## config.mk

```make
export PLATFORM = sky130hd
export DESIGN_NAME = pbc_ctrl_reg
export DESIGN_NICKNAME = d
export VERILOG_FILES = /design/src/core/pbc_pkg.sv /design/src/core/pbc_ctrl_reg.sv /design/src/core/pbc_mgmt_frame.sv
export SDC_FILE = /design/constraint.sdc
export NUM_CORES = 1
export LEC_CHECK = 0
export ABC_AREA = 1
export BUFFER_PORTS_ARGS = -buffer_cell sky130_fd_sc_hd__clkbuf_2
export CORE_UTILIZATION = 35
export CTS_CLUSTER_DIAMETER = 80
export DETAILED_ROUTE_END_ITERATION = 16
export GPL_ROUTABILITY_DRIVEN = 0
export GPL_TIMING_DRIVEN = 0
export PLACE_DENSITY = 0.57
export SKIP_CTS_REPAIR_TIMING = 1
export SLEW_MARGIN = 20
export SYNTH_ARGS = -nofsm -noshare
export SYNTH_HDL_FRONTEND = slang
export SYNTH_SLANG_ARGS = --single-unit
```

## constraint.sdc

```tcl
create_clock -name sys_clk_i -period 1.5 [get_ports sys_clk_i]
set_clock_uncertainty 0.15 [all_clocks]
set_input_delay 0.3 -clock sys_clk_i [delete_from_list [all_inputs] [get_ports sys_clk_i]]
set_output_delay 0.3 -clock sys_clk_i [all_outputs]
set_load 0.02 [all_outputs]
```

## src/core/pbc_pkg.sv

```systemverilog
/*
  Shared constants and types for the basic PHY control register block:
  bit positions, reset value, management frame layout, soft reset time.
  Assumes a single 10 MHz system clock; no other package is required.
*/
package pbc_pkg;

  // Clock and soft reset timing
  localparam int CLK_PERIOD_NS     = 100;
  localparam int SOFT_RESET_NS     = 1000;
  localparam int SOFT_RESET_CYCLES = (SOFT_RESET_NS + CLK_PERIOD_NS - 1) / CLK_PERIOD_NS;
  localparam logic [7:0] SOFT_RESET_LOAD = 8'(SOFT_RESET_CYCLES - 1);

  // Register map and control field positions
  localparam logic [4:0] CTRL_REG_ADDR   = 5'h00;
  localparam logic [4:0] PHY_ADDR        = 5'h01; // Arbitrary management address
  localparam int CTRL_RESET_BIT   = 15;
  localparam int CTRL_LOOP_BIT    = 14;
  localparam int CTRL_SPEED_BIT   = 13;
  localparam int CTRL_ANE_BIT     = 12;
  localparam int CTRL_PDOWN_BIT   = 11;
  localparam int CTRL_ISO_BIT     = 10;
  localparam int CTRL_RESTART_BIT = 9;
  localparam int CTRL_DUPLEX_BIT  = 8;
  localparam int CTRL_COLTEST_BIT = 7;
  localparam int CTRL_RSVD_MSB    = 6;
  localparam logic [15:0] CTRL_RESET_VAL = 16'h3080;

  // Management frame layout (bits counted on the rising management clock)
  localparam logic [5:0] PREAMBLE_BITS = 6'h20;
  localparam logic [5:0] HDR_LAST      = 6'h0c;
  localparam logic [5:0] TA_LAST       = 6'h01;
  localparam logic [5:0] DATA_LAST     = 6'h0f;
  localparam logic [1:0] OP_WRITE      = 2'h1;
  localparam logic [1:0] OP_READ       = 2'h2;

  // One register access taken from a management frame
  typedef struct packed {
    logic        wr;
    logic        rd;
    logic [4:0]  addr;
    logic [15:0] data;
  } pbc_mgmt_req_type;

  // One nibble of the media-independent data path
  typedef struct packed {
    logic       en;
    logic [3:0] data;
  } pbc_nib_type;

  typedef enum logic [1:0] {FR_PRE, FR_HDR, FR_TA, FR_DATA} pbc_frame_state_type;
  typedef enum logic {CT_RUN, CT_RESET} pbc_ctrl_state_type;

endpackage

```

## src/core/pbc_ctrl_reg.sv

```systemverilog
/*
  Basic PHY control register with its management frame access, soft reset
  sequencing and the effective mode outputs it steers.
  Assumes auto-negotiation results, medium loopback and the nibble paths
  come from logic on sys_clk_i; management and power-down pins are async.
*/
// Function
// - Host reads and writes PHY registers through management frames.
// - Writing one to bit 15 restores defaults, then bit clears itself.
// - Bit 15 reads one during soft reset; accesses resume afterwards.
// - Bit 14 loops transmit nibbles back into the receive path.
// - In loopback the receive path is cut off from the line.
// - Control loopback bit overrides the medium-side loopback bit.
// - Without auto-negotiation bit 13 forces speed; it always reads back.
// - With auto-negotiation on, forced speed and duplex bits are ignored.
// - Bit 11 enters low power; clearing it returns to normal.
// - Bit 10 isolates the media-independent interface both directions.
// - Writing one to bit 9 restarts auto-negotiation, then self-clears.
// - Without auto-negotiation bit 8 selects half or full duplex.
// - With auto-negotiation on, duplex bit reads one and ignores writes.
// - In loopback, behaviour does not depend on the duplex bit.
// - Bit 7 does nothing, resets to one and stays writable.
// - Low-power bit is ORed with the host-link power-down control.
`timescale 1ns/100ps
`default_nettype none

module pbc_ctrl_reg
  import pbc_pkg::*;
(
  input  wire logic        sys_clk_i,
  input  wire logic        reset_i,
  input  wire logic        mgmt_clk_i,
  input  wire logic        mgmt_data_i,
  output logic             mgmt_data_o,
  output logic             mgmt_data_oe_n_o,
  input  wire logic        host_power_down_i,
  input  wire logic        medium_loopback_i,
  input  wire logic        an_speed_100_i,
  input  wire logic        an_full_duplex_i,
  input  wire pbc_nib_type host_tx_i,
  input  wire pbc_nib_type line_rx_i,
  output pbc_nib_type      host_rx_o,
  output pbc_nib_type      line_tx_o,
  output logic             soft_reset_o,
  output logic             an_restart_o,
  output logic             an_enable_o,
  output logic             speed_100_o,
  output logic             full_duplex_o,
  output logic             low_power_o,
  output logic             nibble_loopback_o,
  output logic             medium_loopback_o,
  output logic             line_rx_isolate_o,
  output logic             mii_isolate_o
);

  localparam int RST_WAIT = SOFT_RESET_CYCLES;
  localparam int RST_LAST = SOFT_RESET_CYCLES - 1;

  pbc_mgmt_req_type   req;
  pbc_ctrl_state_type state_q, state_d;
  logic [7:0]         cnt_q, cnt_d;
  logic [15:0]        ctrl_q, ctrl_d;
  logic [15:0]        rd_q, rd_d;
  logic               restart_q, restart_d;
  logic               busy_q, busy_d;
  logic               hpd_s1_q, hpd_s2_q;
  logic               spd_q, spd_d, dup_q, dup_d, pwr_q, pwr_d;
  logic               mlb_q, mlb_d, lris_q, lris_d;
  pbc_nib_type        hrx_q, hrx_d, ltx_q, ltx_d;
  logic               ctrl_hit;

  // Value seen by a read: self-clearing and reserved bits folded in
  function automatic logic [15:0] ctrl_view(input logic [15:0] c, input logic busy);
    logic [15:0] v;
    v = c;
    v[CTRL_RESET_BIT]   = busy;
    v[CTRL_RESTART_BIT] = 1'b0;
    if (c[CTRL_ANE_BIT]) begin
      v[CTRL_DUPLEX_BIT] = 1'b1;
    end
    v[CTRL_RSVD_MSB:0] = '0;
    return v;
  endfunction

  // Merge a host write; duplex is frozen while auto-negotiation is on
  function automatic logic [15:0] ctrl_merge(input logic [15:0] c, input logic [15:0] w);
    logic [15:0] m;
    m = '0;
    m[CTRL_LOOP_BIT:CTRL_ISO_BIT] = w[CTRL_LOOP_BIT:CTRL_ISO_BIT];
    m[CTRL_DUPLEX_BIT] = c[CTRL_ANE_BIT] ? c[CTRL_DUPLEX_BIT]
                                         : w[CTRL_DUPLEX_BIT];
    m[CTRL_COLTEST_BIT] = w[CTRL_COLTEST_BIT];
    return m;
  endfunction

  pbc_mgmt_frame u_frame (
    .sys_clk_i        (sys_clk_i),
    .reset_i          (reset_i),
    .mgmt_clk_i       (mgmt_clk_i),
    .mgmt_data_i      (mgmt_data_i),
    .rd_data_i        (rd_q),
    .req_o            (req),
    .mgmt_data_o      (mgmt_data_o),
    .mgmt_data_oe_n_o (mgmt_data_oe_n_o)
  );

  assign ctrl_hit = req.addr == CTRL_REG_ADDR;

  // Register access and soft reset sequencing
  always_comb begin
    state_d   = state_q;
    cnt_d     = cnt_q;
    ctrl_d    = ctrl_q;
    restart_d = 1'b0;
    rd_d      = rd_q;
    if (req.rd) begin
      // Other register addresses belong to neighbouring blocks; read as zero here
      rd_d = ctrl_hit ? ctrl_view(ctrl_q, busy_q) : '0;
    end
    case (state_q)
      CT_RUN: begin
        if (req.wr && ctrl_hit) begin
          if (req.data[CTRL_RESET_BIT]) begin
            // Reset wins over every other bit of the same write
            state_d = CT_RESET;
            cnt_d   = SOFT_RESET_LOAD;
            ctrl_d  = CTRL_RESET_VAL;
          end else begin
            ctrl_d    = ctrl_merge(ctrl_q, req.data);
            restart_d = req.data[CTRL_RESTART_BIT];
          end
        end
      end
      CT_RESET: begin
        // Writes are dropped until the reset completes
        if (cnt_q == '0) begin
          state_d = CT_RUN;
          ctrl_d  = CTRL_RESET_VAL;
        end else begin
          cnt_d = cnt_q - 8'h01;
        end
      end
      default: state_d = CT_RUN;
    endcase
    busy_d = state_d == CT_RESET;
  end

  always_ff @(posedge sys_clk_i) begin
    if (reset_i) begin
      state_q   <= CT_RUN;
      cnt_q     <= '0;
      ctrl_q    <= CTRL_RESET_VAL;
      rd_q      <= '0;
      restart_q <= 1'b0;
      busy_q    <= 1'b0;
    end else begin
      state_q   <= state_d;
      cnt_q     <= cnt_d;
      ctrl_q    <= ctrl_d;
      rd_q      <= rd_d;
      restart_q <= restart_d;
      busy_q    <= busy_d;
    end
  end

  // Power-down pin from the host link comes from another domain
  always_ff @(posedge sys_clk_i) begin
    if (reset_i) begin
      hpd_s1_q <= 1'b0;
      hpd_s2_q <= 1'b0;
    end else begin
      hpd_s1_q <= host_power_down_i;
      hpd_s2_q <= hpd_s1_q;
    end
  end

  // Effective modes and the nibble paths; all registered so outputs are clean
  always_comb begin
    spd_d = ctrl_q[CTRL_ANE_BIT] ? an_speed_100_i : ctrl_q[CTRL_SPEED_BIT];
    if (ctrl_q[CTRL_LOOP_BIT]) begin
      dup_d = 1'b1;
    end else if (ctrl_q[CTRL_ANE_BIT]) begin
      dup_d = an_full_duplex_i;
    end else begin
      dup_d = ctrl_q[CTRL_DUPLEX_BIT];
    end
    pwr_d  = ctrl_q[CTRL_PDOWN_BIT] | hpd_s2_q;
    mlb_d  = medium_loopback_i & ~ctrl_q[CTRL_LOOP_BIT];
    lris_d = ctrl_q[CTRL_LOOP_BIT];
    // Isolation cuts both directions; loopback keeps line traffic out
    if (ctrl_q[CTRL_ISO_BIT]) begin
      hrx_d = '0;
      ltx_d = '0;
    end else if (ctrl_q[CTRL_LOOP_BIT]) begin
      hrx_d = host_tx_i;
      ltx_d = '0;
    end else begin
      hrx_d = line_rx_i;
      ltx_d = host_tx_i;
    end
  end

  always_ff @(posedge sys_clk_i) begin
    if (reset_i) begin
      spd_q  <= 1'b0;
      dup_q  <= 1'b0;
      pwr_q  <= 1'b0;
      mlb_q  <= 1'b0;
      lris_q <= 1'b0;
      hrx_q  <= '0;
      ltx_q  <= '0;
    end else begin
      spd_q  <= spd_d;
      dup_q  <= dup_d;
      pwr_q  <= pwr_d;
      mlb_q  <= mlb_d;
      lris_q <= lris_d;
      hrx_q  <= hrx_d;
      ltx_q  <= ltx_d;
    end
  end

  // Bit 7 drives nothing; it is only stored and read back
  assign soft_reset_o      = busy_q;
  assign an_restart_o      = restart_q;
  assign an_enable_o       = ctrl_q[CTRL_ANE_BIT];
  assign speed_100_o       = spd_q;
  assign full_duplex_o     = dup_q;
  assign low_power_o       = pwr_q;
  assign nibble_loopback_o = ctrl_q[CTRL_LOOP_BIT];
  assign medium_loopback_o = mlb_q;
  assign line_rx_isolate_o = lris_q;
  assign mii_isolate_o     = ctrl_q[CTRL_ISO_BIT];
  assign host_rx_o         = hrx_q;
  assign line_tx_o         = ltx_q;

  // Soft reset lasts exactly the programmed number of cycles
  soft_reset_len_a: assert property (@(posedge sys_clk_i) disable iff (reset_i)
    $rose(soft_reset_o) |-> ##RST_LAST soft_reset_o ##1 !soft_reset_o
      && ctrl_q == CTRL_RESET_VAL)
    else $error("soft reset length or defaults wrong");

  // Defaults are loaded on entry, so the register must sit at them throughout
  reset_reads_one_a: assert property (@(posedge sys_clk_i) disable iff (reset_i)
    soft_reset_o |-> ctrl_q == CTRL_RESET_VAL
      && (!(req.rd && ctrl_hit) || rd_d[CTRL_RESET_BIT]))
    else $error("register not at defaults or bit 15 low during soft reset");

  loop_path_a: assert property (@(posedge sys_clk_i) disable iff (reset_i)
    ctrl_q[CTRL_LOOP_BIT] && !ctrl_q[CTRL_ISO_BIT] |=> host_rx_o == $past(host_tx_i))
    else $error("loopback data not returned");

  line_cut_a: assert property (@(posedge sys_clk_i) disable iff (reset_i)
    ctrl_q[CTRL_LOOP_BIT] |=> line_rx_isolate_o && line_tx_o == '0)
    else $error("line not isolated in loopback");

  loop_priority_a: assert property (@(posedge sys_clk_i) disable iff (reset_i)
    ctrl_q[CTRL_LOOP_BIT] |=> !medium_loopback_o)
    else $error("medium loopback active under control loopback");

  forced_speed_a: assert property (@(posedge sys_clk_i) disable iff (reset_i)
    !ctrl_q[CTRL_ANE_BIT] |=> speed_100_o == $past(ctrl_q[CTRL_SPEED_BIT]))
    else $error("forced speed not applied");

  an_speed_a: assert property (@(posedge sys_clk_i) disable iff (reset_i)
    ctrl_q[CTRL_ANE_BIT] |=> speed_100_o == $past(an_speed_100_i))
    else $error("auto-negotiated speed not applied");

  low_power_a: assert property (@(posedge sys_clk_i) disable iff (reset_i)
    ctrl_q[CTRL_PDOWN_BIT] |=> low_power_o)
    else $error("low power bit ignored");

  pin_power_a: assert property (@(posedge sys_clk_i) disable iff (reset_i)
    hpd_s2_q |=> low_power_o)
    else $error("host power-down ignored");

  mii_cut_a: assert property (@(posedge sys_clk_i) disable iff (reset_i)
    ctrl_q[CTRL_ISO_BIT] |=> host_rx_o == '0 && line_tx_o == '0)
    else $error("interface not isolated");

  restart_pulse_a: assert property (@(posedge sys_clk_i) disable iff (reset_i)
    an_restart_o |=> !an_restart_o)
    else $error("restart did not self-clear");

  forced_duplex_a: assert property (@(posedge sys_clk_i) disable iff (reset_i)
    !ctrl_q[CTRL_ANE_BIT] && !ctrl_q[CTRL_LOOP_BIT]
      |=> full_duplex_o == $past(ctrl_q[CTRL_DUPLEX_BIT]))
    else $error("forced duplex not applied");

  duplex_ro_a: assert property (@(posedge sys_clk_i) disable iff (reset_i)
    ctrl_q[CTRL_ANE_BIT] && !soft_reset_o && !busy_d |=> $stable(ctrl_q[CTRL_DUPLEX_BIT]))
    else $error("duplex bit written under auto-negotiation");

  loop_duplex_a: assert property (@(posedge sys_clk_i) disable iff (reset_i)
    ctrl_q[CTRL_LOOP_BIT] |=> full_duplex_o)
    else $error("duplex depends on bit 8 in loopback");

  reserved_zero_a: assert property (@(posedge sys_clk_i) disable iff (reset_i)
    req.rd && ctrl_hit |=> rd_q[CTRL_RSVD_MSB:0] == '0)
    else $error("reserved bits read non-zero");

endmodule

`default_nettype wire

```

## src/core/pbc_mgmt_frame.sv

```systemverilog
/*
  Management frame engine: samples the serial management clock and data
  pins, decodes read and write frames for this PHY and drives read data.
  Assumes the management clock runs at most a quarter of sys_clk_i.
*/
`timescale 1ns/100ps
`default_nettype none

module pbc_mgmt_frame
  import pbc_pkg::*;
(
  input  wire logic             sys_clk_i,
  input  wire logic             reset_i,
  input  wire logic             mgmt_clk_i,
  input  wire logic             mgmt_data_i,
  input  wire logic [15:0]      rd_data_i,
  output pbc_mgmt_req_type      req_o,
  output logic                  mgmt_data_o,
  output logic                  mgmt_data_oe_n_o
);

  logic                clk_s1_q, clk_s2_q, clk_s3_q;
  logic                dat_s1_q, dat_s2_q;
  pbc_frame_state_type state_q, state_d;
  logic [5:0]          cnt_q, cnt_d;
  logic [15:0]         sh_q, sh_d;
  logic [12:0]         hdr_q, hdr_d;
  logic                rdop_q, rdop_d, wrop_q, wrop_d;
  logic [4:0]          addr_q, addr_d;
  pbc_mgmt_req_type    req_q, req_d;
  logic                out_q, out_d, oe_n_q, oe_n_d;
  logic                rise;
  logic                bit_in;
  logic [12:0]         hdr_full;

  // Pin synchronisers; the second stages feed logic, and the third clock stage feeds edge detection
  always_ff @(posedge sys_clk_i) begin
    if (reset_i) begin
      clk_s1_q <= 1'b0;
      clk_s2_q <= 1'b0;
      clk_s3_q <= 1'b0;
      dat_s1_q <= 1'b1;
      dat_s2_q <= 1'b1;
    end else begin
      clk_s1_q <= mgmt_clk_i;
      clk_s2_q <= clk_s1_q;
      clk_s3_q <= clk_s2_q;
      dat_s1_q <= mgmt_data_i;
      dat_s2_q <= dat_s1_q;
    end
  end

  assign rise     = clk_s2_q & ~clk_s3_q;
  assign bit_in   = dat_s2_q;
  assign hdr_full = {hdr_q[11:0], bit_in};

  // Frame sequencing; outputs change just after a rising edge so the host
  // sees them settled at the next one
  always_comb begin
    state_d = state_q;
    cnt_d   = cnt_q;
    sh_d    = sh_q;
    hdr_d   = hdr_q;
    rdop_d  = rdop_q;
    wrop_d  = wrop_q;
    addr_d  = addr_q;
    out_d   = out_q;
    oe_n_d  = oe_n_q;
    req_d   = '0;
    if (rise) begin
      case (state_q)
        FR_PRE: begin
          if (bit_in) begin
            cnt_d = (cnt_q == PREAMBLE_BITS) ? cnt_q : cnt_q + 6'h01;
          end else if (cnt_q == PREAMBLE_BITS) begin
            state_d = FR_HDR;
            cnt_d   = '0;
          end else begin
            cnt_d = '0;
          end
        end
        FR_HDR: begin
          hdr_d = hdr_full;
          cnt_d = cnt_q + 6'h01;
          if (cnt_q == HDR_LAST) begin
            // Start bit, opcode, PHY address, register address
            addr_d  = hdr_full[4:0];
            rdop_d  = hdr_full[12] && hdr_full[11:10] == OP_READ
                      && hdr_full[9:5] == PHY_ADDR;
            wrop_d  = hdr_full[12] && hdr_full[11:10] == OP_WRITE
                      && hdr_full[9:5] == PHY_ADDR;
            req_d.rd   = rdop_d;
            req_d.addr = hdr_full[4:0];
            state_d = FR_TA;
            cnt_d   = '0;
          end
        end
        FR_TA: begin
          cnt_d = cnt_q + 6'h01;
          if (cnt_q != TA_LAST) begin
            out_d  = 1'b0;
            oe_n_d = ~rdop_q;
          end else begin
            // Read data was latched by the register bank two frame bits ago, at the end of the header
            sh_d    = {rd_data_i[14:0], 1'b0};
            out_d   = rd_data_i[15];
            state_d = FR_DATA;
            cnt_d   = '0;
          end
        end
        FR_DATA: begin
          sh_d  = {sh_q[14:0], bit_in};
          out_d = sh_q[15];
          cnt_d = cnt_q + 6'h01;
          if (cnt_q == DATA_LAST) begin
            oe_n_d     = 1'b1;
            out_d      = 1'b1;
            req_d.wr   = wrop_q;
            req_d.addr = addr_q;
            req_d.data = {sh_q[14:0], bit_in};
            state_d    = FR_PRE;
            cnt_d      = '0;
          end
        end
        default: state_d = FR_PRE;
      endcase
    end
  end

  always_ff @(posedge sys_clk_i) begin
    if (reset_i) begin
      state_q <= FR_PRE;
      cnt_q   <= '0;
      sh_q    <= '0;
      hdr_q   <= '0;
      rdop_q  <= 1'b0;
      wrop_q  <= 1'b0;
      addr_q  <= '0;
      req_q   <= '0;
      out_q   <= 1'b1;
      oe_n_q  <= 1'b1;
    end else begin
      state_q <= state_d;
      cnt_q   <= cnt_d;
      sh_q    <= sh_d;
      hdr_q   <= hdr_d;
      rdop_q  <= rdop_d;
      wrop_q  <= wrop_d;
      addr_q  <= addr_d;
      req_q   <= req_d;
      out_q   <= out_d;
      oe_n_q  <= oe_n_d;
    end
  end

  assign req_o            = req_q;
  assign mgmt_data_o      = out_q;
  assign mgmt_data_oe_n_o = oe_n_q;

  // The pin is only driven while this PHY answers a read
  frame_drive_a: assert property (@(posedge sys_clk_i) disable iff (reset_i)
    !mgmt_data_oe_n_o |-> rdop_q)
    else $error("management data driven outside a read");

endmodule

`default_nettype wire

```

# After elaboration in Yosys (flattened, before gate mapping)

Index checks and enable logic that the tools add are counted.

Add/sub/neg operators: 2
Equality and inequality tests: 22
Multiplexer cells: 42
Bitwise gates (word level): 13
Reduce and logical (&&, ||, !) cells: 25

Operators with widths:

| kind                                                   | number |
|---|---|
| 2-to-1 mux 15 bit                                      | 3 |
| 2-to-1 mux 16 bit                                      | 2 |
| case mux 16 bit (2 select lines)                       | 1 |
| 2-to-1 mux 6 bit                                       | 5 |
| case mux 15 bit (2 select lines)                       | 1 |
| 2-to-1 mux 8 bit                                       | 3 |
| case mux 6 bit (4 select lines)                        | 1 |
| 2-to-1 mux 21 bit                                      | 1 |
| case mux 8 bit (2 select lines)                        | 1 |
| equality test 6 x 4 -> 1 bit (second input constant)   | 2 |
| 2-to-1 mux 1 bit                                       | 12 |
| inequality test 2 x 1 -> 1 bit (second input constant) | 6 |
| AND reduction 3 bit                                    | 4 |
| OR reduction 4 bit                                     | 3 |
| 2-to-1 mux 2 bit                                       | 5 |
| 2-to-1 mux 5 bit                                       | 2 |
| inverter 1 bit                                         | 10 |
| case mux 5 bit (2 select lines)                        | 1 |
| zero test 8 bit                                        | 1 |
| inequality test 2 bit (second input constant)          | 4 |
| case mux 2 bit (4 select lines)                        | 1 |
| AND reduction 2 bit                                    | 4 |
| subtractor 8 x 1 -> 8 bit (second input constant)      | 1 |
| adder 6 x 1 -> 6 bit (second input constant)           | 1 |
| 18 further kinds                                       | 29 |

Register bits after elaboration: 131
Bits of input ports: 18
Output and inout bits: 22
Word-level logic and storage cells: 139

# Depth between registers and ports, before layout

Depth after elaboration: 4
Gate-level depth with buffers: 11
Gate-level depth less buffers: 11

# By module

A second synthesis with hierarchy kept.

Cell total of the unflattened synthesis: 600
Area total of the unflattened synthesis: 4828.4 um2

Modules (own cells, without submodules):

| module         | times used | cells an instance | area an instance (um2) | sequential area each (um2) |
|---|---|---|---|---|
| pbc_mgmt_frame | 1          | 380               | 3124.2                 | 1461.4 |
| pbc_ctrl_reg   | 1          | 220               | 1704.1                 | 840.8 |

# Worst setup path after synthesis

No wires, ideal clock.

Path kind: flip-flop to flip-flop
From: register u_frame.state_q[0]
To: register u_frame.sh_q[2]
Library setup time: 70 ps
Data arrival time: 1367 ps
Required time: 1280 ps
Slack: -88 ps
Stages on the path, launching flop included: 9
Path buffers: 1
Clock period less this slack: 1588 ps
Cell sequence: dfxtp_1 > inv_1 > ha_1 > o21ai_1 > inv_1 > nand2_2 > buf_4 > nand2_1 > a21oi_1

Longest elaborated chain between the ends: 3
Elaborated cells on any way between the ends: 6
Those cells by class: eq/ne (3); mux (1); reduce/logical (2)

RTL lines:

| what                                                                         | line                  | RTL |
|---|---|---|
| start: declaration                                                           | pbc_mgmt_frame.sv:24  | `pbc_frame_state_type state_q, state_d;` |
| start signal: assignment                                                     | pbc_mgmt_frame.sv:143 | `state_q <= state_d;` |
| equality test 2 bit                                                          | pbc_mgmt_frame.sv:71  | `case (state_q)` |
| inequality test 2 bit (no line) / nonzero test 2 bit (equally long branches) | --                    |  |
| AND reduction 3 bit (no line)                                                | --                    |  |
| end signal: assignment                                                       | pbc_mgmt_frame.sv:134 | `sh_q <= '0;` |
| end signal: assignment                                                       | pbc_mgmt_frame.sv:145 | `sh_q <= sh_d;` |
| end: declaration                                                             | pbc_mgmt_frame.sv:26  | `logic [15:0] sh_q, sh_d;` |

Parallel ways exist; a longest one is shown, timed or not.
A chain may end at the register's enable or synchronous reset.

# Worst setup path after layout

From: register u_frame.state_q[0]
To: register u_frame.sh_q[10]

The elaborated chain is that of the path after synthesis.

==> flow_metrics.env <==
export IMPL_pin_count=40
export IMPL_worstPathArrival_ns=1.72
export IMPL_clkTransAtPathRegs_ns=0.08
export IMPL_synth_edff_count=0
export IMPL_status="finished with violations"
export IMPL_p_per_area_nw_per_um2=920
export IMPL_htreeDepth=3
export IMPL_synthFlopType="dfxtp_1"
export IMPL_setup_ws_ns=-0.113
export IMPL_rr_startpoint="u_frame.state_q[0]"
export IMPL_first_pass_iters=4
export IMPL_hp_class="input port to flip-flop"
export IMPL_routed_wl_microns=11100
export IMPL_final_common_cell="dfxtp_1"
export IMPL_clockPowerShare_pct=43.1
export IMPL_drv_slew=0
export IMPL_whs_ns=-0.00343
export IMPL_timing_critical_path_from="u_frame.state_q[0]"
export IMPL_final_cell_area_sq_um=6070
export IMPL_num_vias=3873
export IMPL_die_y_microns=113
export IMPL_antenna_found_initial=0
export IMPL_die_x_microns=113
export IMPL_grtUsageMet2_pct=25.0
export IMPL_grt_use_met1_pct=21.1
export IMPL_die_area_sq_um=12800
export IMPL_core_area_sq_um=12100
export IMPL_synth_seq_cells=108
export IMPL_synth_warnings=0
export IMPL_clk_latency_ns=0.35
export IMPL_fin_cells=817
export IMPL_initial_core_util_pct=35.9
export IMPL_ys_seq_area_share_pct=49.9
export IMPL_peakVddDrop_uv=564
export IMPL_setup_viol=31
export IMPL_cp_required_ns=1.61
export IMPL_hp_start="host_power_down_i"
export IMPL_antenna_cells=0
export IMPL_cts_tree="yes"
export IMPL_dpl_cell_area_sq_um=4760
export IMPL_netlist_instances=558
export IMPL_critPathKind="flip-flop to flip-flop"
export IMPL_path_max_fanout=8
export IMPL_wire_per_inst_microns=13.6
export IMPL_cts_made_buffers=9
export IMPL_netlist_area_sq_um=4330
export IMPL_cp_end_kind="flip-flop"
export IMPL_portBuffers=39
export IMPL_post_place_cells=765
export IMPL_grt_pass1_vias=3341
export IMPL_hpwlAfterDp_microns=6900
export IMPL_period_share_pct=108
export IMPL_ant_nets=0
export IMPL_seqPwrFrac_pct=52.1
export IMPL_drive_gt1_share_pct=37.4
export IMPL_layout_common_cells="dfxtp_1, nand2_1, nor2_1"
export IMPL_grt_busiest_layer="met2"
export IMPL_max_freq_ghz=0.620
export IMPL_synth_distinct_cells=33
export IMPL_hold_viol=1
export IMPL_pwr_share_comb_pct=4.8
export IMPL_switchingPower_mw=1.28
export IMPL_power_leakage_nw=2.41
export IMPL_area_growth_pct=40.0
export IMPL_avgViaCountPerCell=4.74
export IMPL_avgSynthCellArea_sq_um=7.77
export IMPL_cts_root_buf="clkbuf_16"
export IMPL_p_int_mw=4.30
export IMPL_rsz0062_at_grt="true"
export IMPL_rows=40
export IMPL_worst_pin_slew_ns=0.711
export IMPL_relSlewSlack_pct=52.6
export IMPL_async_flop_share_pct=0
export IMPL_route_detailed_drc=0
export IMPL_grt_remaining_overflow=0
export IMPL_met3_usage_pct=2.84
export IMPL_maxCapViolCount=0
export IMPL_start_kind="flip-flop"
export IMPL_grt_first_pass_wirelength_microns=16000
export IMPL_drt_initial_drc_count=204
export IMPL_layout_nets=671
export IMPL_cts_sinks=108
export IMPL_fillers=1095
export IMPL_fin_crit_ns=1.61
export IMPL_violations="hold timing, setup timing"
export IMPL_clk_path_buf_depth=2
export IMPL_grt_usage_pct=15.8
export IMPL_grt_start_max_net_pins=19
export IMPL_power_switching_share_pct=22.9
export IMPL_syn_nets=585
kinds of logic after synthesis:
logic type | share of synthesized area, %
XOR/XNOR | 2.02
AND/OR/NAND/NOR | 23.0
AO/OA/AOI/OAI | 15.0
flip-flops | 49.9
adder cells (fa/ha/maj) | 2.60
buffers and inverters | 7.53
Yosys cell counts, types with 2 or more instances:
| master | count | share of area, % |
|---|---|---|
| nand3_1 | 37 | 4.3 |
| nand4_1 | 2 | 0.29 |
| buf_4 | 3 | 0.52 |
| nor2_2 | 4 | 0.58 |
| nor2_1 | 72 | 6.2 |
| a211oi_2 | 4 | 1.2 |
| a21oi_1 | 62 | 7.2 |
| buf_1 | 3 | 0.26 |
| dfxtp_1 | 108 | 50 |
| nand3b_1 | 2 | 0.35 |
| o21ai_1 | 2 | 0.23 |
| buf_2 | 2 | 0.23 |
| clkbuf_1 | 10 | 0.87 |
| inv_2 | 3 | 0.26 |
| xor2_1 | 9 | 1.8 |
| nand2_1 | 97 | 8.4 |
| or2_2 | 2 | 0.29 |
| o21ai_0 | 50 | 5.8 |
| ha_1 | 9 | 2.6 |
| inv_1 | 57 | 4.9 |
| nor2_4 | 3 | 0.78 |
| nand2_2 | 6 | 0.87 |
final cells by class:
| class | count | area [sq um] | share of cell area [%] |
|---|---|---|---|
| Inverter | 61 | 263 | 4.33 |
| Clock buffer | 10 | 229 | 3.77 |
| Buffer | 19 | 136 | 2.25 |
| Sequential cell | 108 | 2190 | 36.1 |
| Multi-Input combinational cell | 371 | 2410 | 39.7 |
| Tap cell | 168 | 210 | 3.46 |
| Clock inverter | 6 | 70.1 | 1.15 |
| Timing Repair Buffer | 74 | 559 | 9.21 |
worst max-delay path, cell delays in order, from the launching register on:
cell and delay (ns):
dfxtp_4 0.39, inv_4 0.06, ha_4 0.18, buf_4 0.14
nand2_4 0.10, nand2_8 0.11, clkbuf_16 0.18, a211oi_2 0.20
flip-flops by register name, indices dropped and copies added (netlist names), 2 cells and up:
signal	flops
u_frame.req_o	16
u_frame.sh_q	16
u_frame.hdr_q	12
cnt_q	8
rd_q	8
ctrl_q	7
u_frame.cnt_q	6
host_rx_o	5
line_tx_o	5
u_frame.addr_q	5
u_frame.state_q	2
metrics by stage:
step           util [%]  hold WS (ns)  total power, mW  setup slack [ns]  TNS (ns)
6_report           50.3      -0.00343             5.58            -0.113     -1.88
5_1_grt            50.3       0.00413             5.77            -0.174     -4.46
4_1_cts            42.0       -0.0197             5.57            -0.408    -13.23
3_5_place_dp       39.5         0.251             3.18            -0.348    -12.94
3_3_place_gp       39.5         0.243             3.18            -0.348    -11.79
2_1_floorplan         -         0.238             3.10           0.00278         0
final timing paths:
check | end | cells after the start | slack (ns)
min reg2reg | u_frame.clk_s2_q | 2 | 0.25
min | hpd_s1_q | 3 | -0.003
max | u_frame.sh_q[10] | 7 | -0.11
max reg2reg | u_frame.sh_q[10] | 7 | -0.11
power groups by stage:
stage	clock network [mW]	registers (mW)	logic (mW)
after global routing	2.57	2.91	0.293
after detailed placement	0	2.98	0.203
after CTS	2.46	2.91	0.204
after floorplan	0	3.00	0.0986
after global placement	0	2.98	0.200
final	2.41	2.91	0.269
layer usage:
metal  vias to the layer above  share of wire (%)
li1                       1974                  -
met2                        81                 49
met1                      1805                 46
met5                         -                  0
met3                        13                3.8
met4                         0                1.3
No activity file was read; power rests on OpenSTA's default activity.
